[config.mk]
export PLATFORM = sky130hd
export DESIGN_NAME = acsgc_top
export DESIGN_NICKNAME = d
export VERILOG_FILES = /design/src/acsgc_top.v
export VERILOG_INCLUDE_DIRS = /design/src
export SDC_FILE = /design/constraint.sdc
export NUM_CORES = 1
export LEC_CHECK = 0
export ABC_AREA = 1
export BUFFER_PORTS_ARGS = -buffer_cell sky130_fd_sc_hd__buf_2
export CORE_ASPECT_RATIO = 1.5
export CORE_UTILIZATION = 54
export DETAILED_ROUTE_END_ITERATION = 16
export HOLD_SLACK_MARGIN = 0.05
export PLACE_DENSITY = 0.87
export SYNTH_ARGS = -nofsm -noshare
export SYNTH_HDL_FRONTEND = slang
export SYNTH_SLANG_ARGS = --single-unit
[constraint.sdc]
create_clock -name clk_sys -period 6.2 [get_ports clk_sys]
set_input_delay 1.24 -clock clk_sys [delete_from_list [all_inputs] [get_ports clk_sys]]
set_output_delay 1.24 -clock clk_sys [all_outputs]
set_load 0.05 [all_outputs]
[src/acsgc_consts.vh]
// Purpose: Constants for the conversion sequence and general control block
// Assumes: 16-bit control frames, bit 15 low for register writes
// Notes: Definitions only
`ifndef ACSGC_CONSTS_VH
`define ACSGC_CONSTS_VH

// Frame layout
`define ACSGC_FRM_TYPE_BIT 15
`define ACSGC_FRM_ADDR_HI 14
`define ACSGC_FRM_ADDR_LO 11
`define ACSGC_FRM_DACCH_HI 14
`define ACSGC_FRM_DACCH_LO 12
`define ACSGC_FRM_DACDATA_HI 11

// Register addresses
`define ACSGC_ADDR_SEQ 4'h2
`define ACSGC_ADDR_CTRL 4'h3
`define ACSGC_ADDR_ADC_PINS 4'h4
`define ACSGC_ADDR_DAC_PINS 4'h5
`define ACSGC_ADDR_PULLDOWN 4'h6
`define ACSGC_ADDR_GPO_PINS 4'h8
`define ACSGC_ADDR_GPI_PINS 4'ha
`define ACSGC_ADDR_OPENDRAIN 4'hc
`define ACSGC_ADDR_TRISTATE 4'hd

// Sequence register fields
`define ACSGC_SEQ_REPEAT_BIT 9
`define ACSGC_SEQ_TEMP_BIT 8
`define ACSGC_SEQ_CHAN_HI 7

// General control fields
`define ACSGC_CTL_PRECH_BIT 9
`define ACSGC_CTL_BUFEN_BIT 8
`define ACSGC_CTL_LOCK_BIT 7
`define ACSGC_CTL_BCAST_BIT 6
`define ACSGC_CTL_ADCRNG_BIT 5
`define ACSGC_CTL_DACRNG_BIT 4

// Reset values
`define ACSGC_SEQ_RESET 16'h0000
`define ACSGC_CTL_RESET 16'h0000

// Sequence slots
`define ACSGC_SLOT_TEMP 4'h8
`define ACSGC_SLOT_NONE 4'h9
`define ACSGC_SLOT_FIRST 4'h0

`endif

[src/acsgc_top.v]
// Purpose: Control frame decode, sequence and general control registers, conversion sequencer
// Assumes: Frames arrive whole as one-cycle strobes, synchronous to clk_sys
// Notes: Reserved bits are not stored and read back as zero
//
// Operation
// Host keeps frame bit 15 low for control register writes.
// Address code 0010 in bits 14..11 writes the sequence register.
// Address code 0011 in bits 14..11 writes the general control register.
// Sequence repeat bit 9 set makes the sequence run continuously.
// Sequence bit 8 set adds the temperature result to the sequence.
// Sequence bits 7..0 each add the matching channel to the sequence.
// Host writes zero to reserved bits of both registers.
// Precharge set with buffer enabled powers buffer only during conversions.
// Precharge clear keeps an enabled buffer powered all the time.
// Buffer enable bit turns the ADC input buffer on or off.
// Lock bit 7 set blocks writes to pin configuration registers.
// Broadcast bit 6 set sends DAC data to every DAC channel.
// Broadcast clear sends DAC data only to the addressed channel.
// Bit 5 selects ADC range: one or two times reference.
// Bit 4 selects DAC range: one or two times reference.
// All functional fields of both registers reset to zero.
// DAC frames have bit 15 high and channel in bits 14..12.
// Channels convert in ascending order, temperature last, restart from lowest.
`include "acsgc_consts.vh"
`timescale 1ns/10ps
`default_nettype none

module acsgc_top (
   // Clock and reset
   input wire clk_sys,
   input wire srst,
   // Control frames from serial host
   input wire [15:0] frame_data,
   input wire frame_valid,
   // Pin mode information
   input wire [7:0] dac_pin_mask,
   // Converter handshake
   input wire seq_trigger,
   input wire conv_done,
   output reg conv_req_q,
   output reg [3:0] conv_slot_q,
   output reg seq_busy_q,
   // Register contents
   output reg [15:0] conversion_sequence_select_q,
   output reg [15:0] converter_general_control_q,
   // Decoded control levels
   output reg adc_buffer_power_q,
   output reg adc_range_double_q,
   output reg dac_range_double_q,
   // Pin configuration write path
   output reg pin_cfg_wr_q,
   output reg [3:0] pin_cfg_addr_q,
   output reg [10:0] pin_cfg_data_q,
   // DAC write path
   output reg [7:0] dac_wr_q,
   output reg [11:0] dac_data_q
);

   localparam [1:0] ST_IDLE = 2'd0;
   localparam [1:0] ST_REQ = 2'd1;
   localparam [1:0] ST_WAIT = 2'd2;

   // Lowest set slot at or above start, none if empty
   function [3:0] next_slot;
      input [8:0] mask;
      input [3:0] start;
      integer i;
      reg found;
      begin
         next_slot = `ACSGC_SLOT_NONE;
         found = 1'b0;
         for (i = 0; i < 9; i = i + 1) begin
            if (!found && mask[i] && (i >= start)) begin
               next_slot = i[3:0];
               found = 1'b1;
            end
         end
      end
   endfunction

   // Pin configuration address check
   function is_pin_cfg;
      input [3:0] addr;
      begin
         case (addr)
            `ACSGC_ADDR_ADC_PINS, `ACSGC_ADDR_DAC_PINS, `ACSGC_ADDR_PULLDOWN,
            `ACSGC_ADDR_GPO_PINS, `ACSGC_ADDR_GPI_PINS, `ACSGC_ADDR_OPENDRAIN,
            `ACSGC_ADDR_TRISTATE: is_pin_cfg = 1'b1;
            default: is_pin_cfg = 1'b0;
         endcase
      end
   endfunction

   // Control frame aimed at one register address
   function is_reg_write;
      input valid;
      input [15:0] frame;
      input [3:0] addr;
      begin
         is_reg_write = valid && !frame[`ACSGC_FRM_TYPE_BIT]
            && (frame[`ACSGC_FRM_ADDR_HI:`ACSGC_FRM_ADDR_LO] == addr);
      end
   endfunction

   // One write strobe for an addressed DAC channel
   function [7:0] chan_onehot;
      input [2:0] chan;
      begin
         chan_onehot = 8'h01 << chan;
      end
   endfunction

   // Frame decode
   wire is_ctl_frame;
   wire is_dac_frame;
   wire [3:0] frm_addr;
   wire [2:0] frm_dac_chan;
   wire wr_seq;
   wire wr_ctl;
   wire lock_on;
   wire bcast_on;
   wire pin_cfg_ok;

   assign is_ctl_frame = frame_valid && !frame_data[`ACSGC_FRM_TYPE_BIT];
   assign is_dac_frame = frame_valid && frame_data[`ACSGC_FRM_TYPE_BIT];
   assign frm_addr = frame_data[`ACSGC_FRM_ADDR_HI:`ACSGC_FRM_ADDR_LO];
   assign frm_dac_chan = frame_data[`ACSGC_FRM_DACCH_HI:`ACSGC_FRM_DACCH_LO];
   assign wr_seq = is_reg_write(frame_valid, frame_data, `ACSGC_ADDR_SEQ);
   assign wr_ctl = is_reg_write(frame_valid, frame_data, `ACSGC_ADDR_CTRL);
   assign lock_on = converter_general_control_q[`ACSGC_CTL_LOCK_BIT];
   assign bcast_on = converter_general_control_q[`ACSGC_CTL_BCAST_BIT];
   assign pin_cfg_ok = is_ctl_frame && is_pin_cfg(frm_addr) && !lock_on;

   // Sequence register: repeat, temperature, channels; reserved dropped
   always @(posedge clk_sys) begin
      if (srst) begin
         conversion_sequence_select_q <= `ACSGC_SEQ_RESET;
      end else if (wr_seq) begin
         conversion_sequence_select_q <= {6'h00, frame_data[`ACSGC_SEQ_REPEAT_BIT:0]};
      end
   end

   // General control register: bits 9..4 kept, reserved dropped
   always @(posedge clk_sys) begin
      if (srst) begin
         converter_general_control_q <= `ACSGC_CTL_RESET;
      end else if (wr_ctl) begin
         converter_general_control_q <= {6'h00, frame_data[`ACSGC_CTL_PRECH_BIT:`ACSGC_CTL_DACRNG_BIT],
            4'h0};
      end
   end

   // Range selects
   always @(posedge clk_sys) begin
      if (srst) begin
         adc_range_double_q <= 1'b0;
         dac_range_double_q <= 1'b0;
      end else begin
         adc_range_double_q <= converter_general_control_q[`ACSGC_CTL_ADCRNG_BIT];
         dac_range_double_q <= converter_general_control_q[`ACSGC_CTL_DACRNG_BIT];
      end
   end

   // Pin configuration writes pass only while unlocked
   always @(posedge clk_sys) begin
      if (srst) begin
         pin_cfg_wr_q <= 1'b0;
         pin_cfg_addr_q <= 4'h0;
         pin_cfg_data_q <= 11'h000;
      end else begin
         pin_cfg_wr_q <= pin_cfg_ok;
         if (pin_cfg_ok) begin
            pin_cfg_addr_q <= frm_addr;
            pin_cfg_data_q <= frame_data[10:0];
         end
      end
   end

   // DAC strobes: broadcast to all DAC pins or addressed channel
   reg [7:0] dac_wr_d;

   always @* begin
      dac_wr_d = 8'h00;
      if (is_dac_frame) begin
         if (bcast_on) begin
            dac_wr_d = dac_pin_mask;
         end else begin
            dac_wr_d = chan_onehot(frm_dac_chan);
         end
      end
   end

   // DAC data holds the last DAC frame
   always @(posedge clk_sys) begin
      if (srst) begin
         dac_wr_q <= 8'h00;
         dac_data_q <= 12'h000;
      end else begin
         dac_wr_q <= dac_wr_d;
         if (is_dac_frame) begin
            dac_data_q <= frame_data[`ACSGC_FRM_DACDATA_HI:0];
         end
      end
   end

   // Conversion sequencer
   reg [1:0] state_q;
   reg [1:0] state_d;
   reg [3:0] slot_d;
   reg load_round_d;
   reg [8:0] round_mask_q;
   reg adc_buffer_power_d;
   wire [8:0] seq_mask;
   wire seq_repeat;
   wire [3:0] first_slot;
   wire [3:0] after_slot;
   wire conv_req_d;
   wire seq_busy_d;

   assign seq_mask = conversion_sequence_select_q[`ACSGC_SEQ_TEMP_BIT:0]; // see R5
   assign seq_repeat = conversion_sequence_select_q[`ACSGC_SEQ_REPEAT_BIT];
   assign first_slot = next_slot(seq_mask, `ACSGC_SLOT_FIRST);
   assign after_slot = next_slot(round_mask_q, conv_slot_q + 4'h1);
   assign conv_req_d = (state_d == ST_REQ);
   assign seq_busy_d = (state_d != ST_IDLE);

   always @* begin
      state_d = state_q;
      slot_d = conv_slot_q;
      load_round_d = 1'b0;
      case (state_q)
         ST_IDLE: begin
            if (seq_trigger && (first_slot != `ACSGC_SLOT_NONE)) begin
               state_d = ST_REQ;
               slot_d = first_slot;
               load_round_d = 1'b1;
            end
         end
         ST_REQ: begin
            state_d = ST_WAIT;
         end
         ST_WAIT: begin
            if (conv_done) begin
               if (after_slot != `ACSGC_SLOT_NONE) begin
                  state_d = ST_REQ;
                  slot_d = after_slot;
               end else if (seq_repeat && (first_slot != `ACSGC_SLOT_NONE)) begin
                  state_d = ST_REQ;
                  slot_d = first_slot;
                  load_round_d = 1'b1;
               end else begin
                  state_d = ST_IDLE;
               end
            end
         end
         default: begin
            state_d = ST_IDLE;
         end
      endcase
   end

   always @(posedge clk_sys) begin
      if (srst) begin
         state_q <= ST_IDLE;
         conv_slot_q <= 4'h0;
         conv_req_q <= 1'b0;
         seq_busy_q <= 1'b0;
      end else begin
         state_q <= state_d;
         conv_slot_q <= slot_d;
         conv_req_q <= conv_req_d;
         seq_busy_q <= seq_busy_d;
      end
   end

   // Round mask: a register write lands at the start of the next round
   always @(posedge clk_sys) begin
      if (srst) begin
         round_mask_q <= 9'h000;
      end else if (load_round_d) begin
         round_mask_q <= seq_mask;
      end
   end

   // Buffer power: enable, optionally only while a sequence runs
   always @* begin
      adc_buffer_power_d = 1'b0;
      if (!converter_general_control_q[`ACSGC_CTL_BUFEN_BIT]) begin
         adc_buffer_power_d = 1'b0;
      end else if (converter_general_control_q[`ACSGC_CTL_PRECH_BIT]) begin
         adc_buffer_power_d = seq_busy_d;
      end else begin
         adc_buffer_power_d = 1'b1;
      end
   end

   always @(posedge clk_sys) begin
      if (srst) begin
         adc_buffer_power_q <= 1'b0;
      end else begin
         adc_buffer_power_q <= adc_buffer_power_d;
      end
   end

endmodule

`default_nettype wire

==> metrics.txt <==
outcome=finished clean; Max Buffers Root-to-Sink=2; CTS Buf Count=9; DRT iter0 DRCs=105; GRT overflow=0; # clock sinks=72; via count=3,220; CTS tree=yes; placed inst area=3680 um2; commonest non-fill, non-tap cell in the layout=nor2_1; Pins Over Slew Limit=0; Final #Nets=575; worst vdd ir=0.197 mV; most frequent cells in the layout=113 x nor2_1, 89 x buf_2, 76 x nand2_1; reg2reg end=round_mask_q[6]; largest net degree at the start of global routing=56; Clock power frac=32.2%; CTS resizes=0; Crit Path Category=in -> reg; antenna fix cells=0; largest area contributor in the netlist=dfxtp_1; gr usage total=26.1%; NetSw=350 uW; CTS Hold Bufs=0; Levels on crit path=4; layout cells sized above 1=23.6%; vias in the first global route=3,027; Root Buffer Master=clkbuf_8; Synth Cell Area=3270 um2; Top Ports=106; CP Capture Type=flip-flop; Chip Height=97.3 um; sequential fraction of design power=46.7%; Post-DRT Antenna Nets=0; Multi-input gate area=1550 um2; min cycle time layout=2.97 ns; LEAKAGE=1.94 nW; Worst Path Max Fanout=55; Worst setup SP type=input pin; Synth area leaders=dfxtp_1 44%, nor2_1 13%, nand2_1 8.7%; CP startpoint=srst; First-pass DRT Iterations=4; Reg2Reg Depth=14; slowest stage delay, CP=0.96 ns; CP max-delay cell=clkinv_1; total area of sequential cells=1440 um2; Final Total Pwr=1.06 mW; top cell type's share of synthesized area=44.1%; number of synthesized register bits=72; Die Wd=65.5 um; CTS H-tree lvls=3; Syn Inst Count=457; Critical Path End=dac_wr_q[5]; maxcap violations=0; count of buffers from port buffering=89; Crit path max-delay family=buffers and inverters; unrepaired setup endpoints after global routing=no; Fin Setup TNS=0 ns; Post-Route WL=8030 um; # Post-CTS Setup Buffers=0; sw frac=32.9%; Avg Cell Area, Syn=7.15 um2; P&R area growth vs syn=18.3%; Fmax achieved=336 MHz; Worst Max-Slew Pin Slew=1.18 ns; antenna violations before repair=0; min-delay src=converter_general_control_q[5]; internal power=715 uW; FF-to-FF setup slack=3.66 ns; starting density of the core=56.1%; final-report hold violation count=0; Worst Clk Skew=0.00415 ns; worst relative slew slack=21.1%; Reg clk slew, reported paths=0.07 ns; die area=6370 um2; CP required=6.41 ns; cells along the critical path=buf_2 -> clkinv_1 -> nand2_1 -> a21oi_1; worst skew pair latency=0.34 ns; core region area=5830 um2; HP Class=reg -> reg; Worst EP arrival=3.18 ns; Logic pwr share=21.1%; Synth cell types=33; final instance area=3860 um2; Crit Reg-Reg Startpoint=conv_slot_q[0]; # rows=34; detailed placement HPWL=5930 um; final RePlAce weighted congestion=0.892; first-pass GRT wire length=12,900 um; DRC Markers=0; Buf+Inv Stages, Crit Path=2; pwr dens=275 nW/um2; Avg WL per Cell=13.0 um; Yosys warnings=0; period utilization=48.0%; number of setup violations in the final report=0; Layout fillers=490; post-synthesis sequential area ratio=44.1%; final core occ=66.3%; vias per cell=5.20
[through the flow]
stage / hold WS, ns / setup slack (ns) / std cells
final: 0.463 / 3.23 / 619
after global routing: 0.484 / 2.97 / 619
after CTS: 0.462 / 3.24 / 619
after detailed placement: 0.455 / 2.89 / 603
after global placement: 0.456 / 3.00 / 603
after floorplan: 0.455 / 3.69 / 472
[tightest hold or removal path, cell delays in order (launching register included)]
cell,delay (ns)
dfxtp_1,0.31
inv_1,0.07
nor2_1,0.05
[worst min path at each step]
| stage | to | cells past startpoint |
|---|---|---|
| 2_1_floorplan | round_mask_q[1] | 2 |
| 3_3_place_gp | dac_range_double_q | 2 |
| 3_5_place_dp | adc_range_double_q | 2 |
| 4_1_cts | adc_range_double_q | 2 |
| 5_1_grt | dac_range_double_q | 2 |
| 6_report | adc_range_double_q | 2 |
[layout make-up]
type,instances,area share [%]
multi-input cells,328,40.0
flip-flops and latches,72,37.3
repair buffers,89,11.5
clock buffers,14,4.47
inverters,42,4.08
well taps,72,2.33
clock inverters,2,0.324
[sequential cells by signal (all words and copies together), names as in the netlist, 4 cells and up]
| signal | count |
|---|---|
| pin_cfg_addr_q | 4 |
| conv_slot_q | 4 |
| pin_cfg_data_q | 11 |
| dac_wr_q | 8 |
| conversion_sequence_select_q | 10 |
| dac_data_q | 12 |
| round_mask_q | 9 |
| converter_general_control_q | 6 |
[power by group through the flow]
| stage | Clock, mW | Sequential [mW] | Combinational, mW |
|---|---|---|---|
| floorplan | 0 | 0.561 | 0.127 |
| global placement | 0 | 0.507 | 0.217 |
| detailed placement | 0 | 0.507 | 0.223 |
| CTS | 0.343 | 0.497 | 0.224 |
| global route | 0.361 | 0.499 | 0.241 |
| finish | 0.343 | 0.497 | 0.225 |
[synthesized netlist by cell type, drive strengths merged]
master and count:
o32ai 1, o211ai 4, nand2 83, a21oi 28
clkbuf 12, nor3 1, inv 41, nand3 10
nand4 7, ha 4, nand3b 1, clkinv 1
buf 18, conb 1, and3 1, dfxtp 72
nor2 117, o21ai 52, a41oi 1, nor4 2
[kinds of logic (layout without fill, tap and decap cells)]
logic type	Yosys count	count (layout)	synth area share, %
other	1	16	0.115
DFF	72	72	44.1
AOI/OAI and AO/OA	86	86	14.9
and+or+nand+nor	222	222	29.1
buffers and inverters	72	147	10.3
adders and majority gates	4	4	1.53
[routing by layer]
metal | wire length, um | up-vias | share of wire (%) | global-route usage [%]
met1 | 2960 | 1465 | 37 | 26.1
met2 | 4210 | 131 | 52 | 46.8
li1 | - | 1593 | - | -
met3 | 496 | 31 | 6.2 | 6.34
met5 | 0 | - | 0 | 0
met4 | 362 | 0 | 4.5 | 15.9
(Power assumes the default switching activity.)
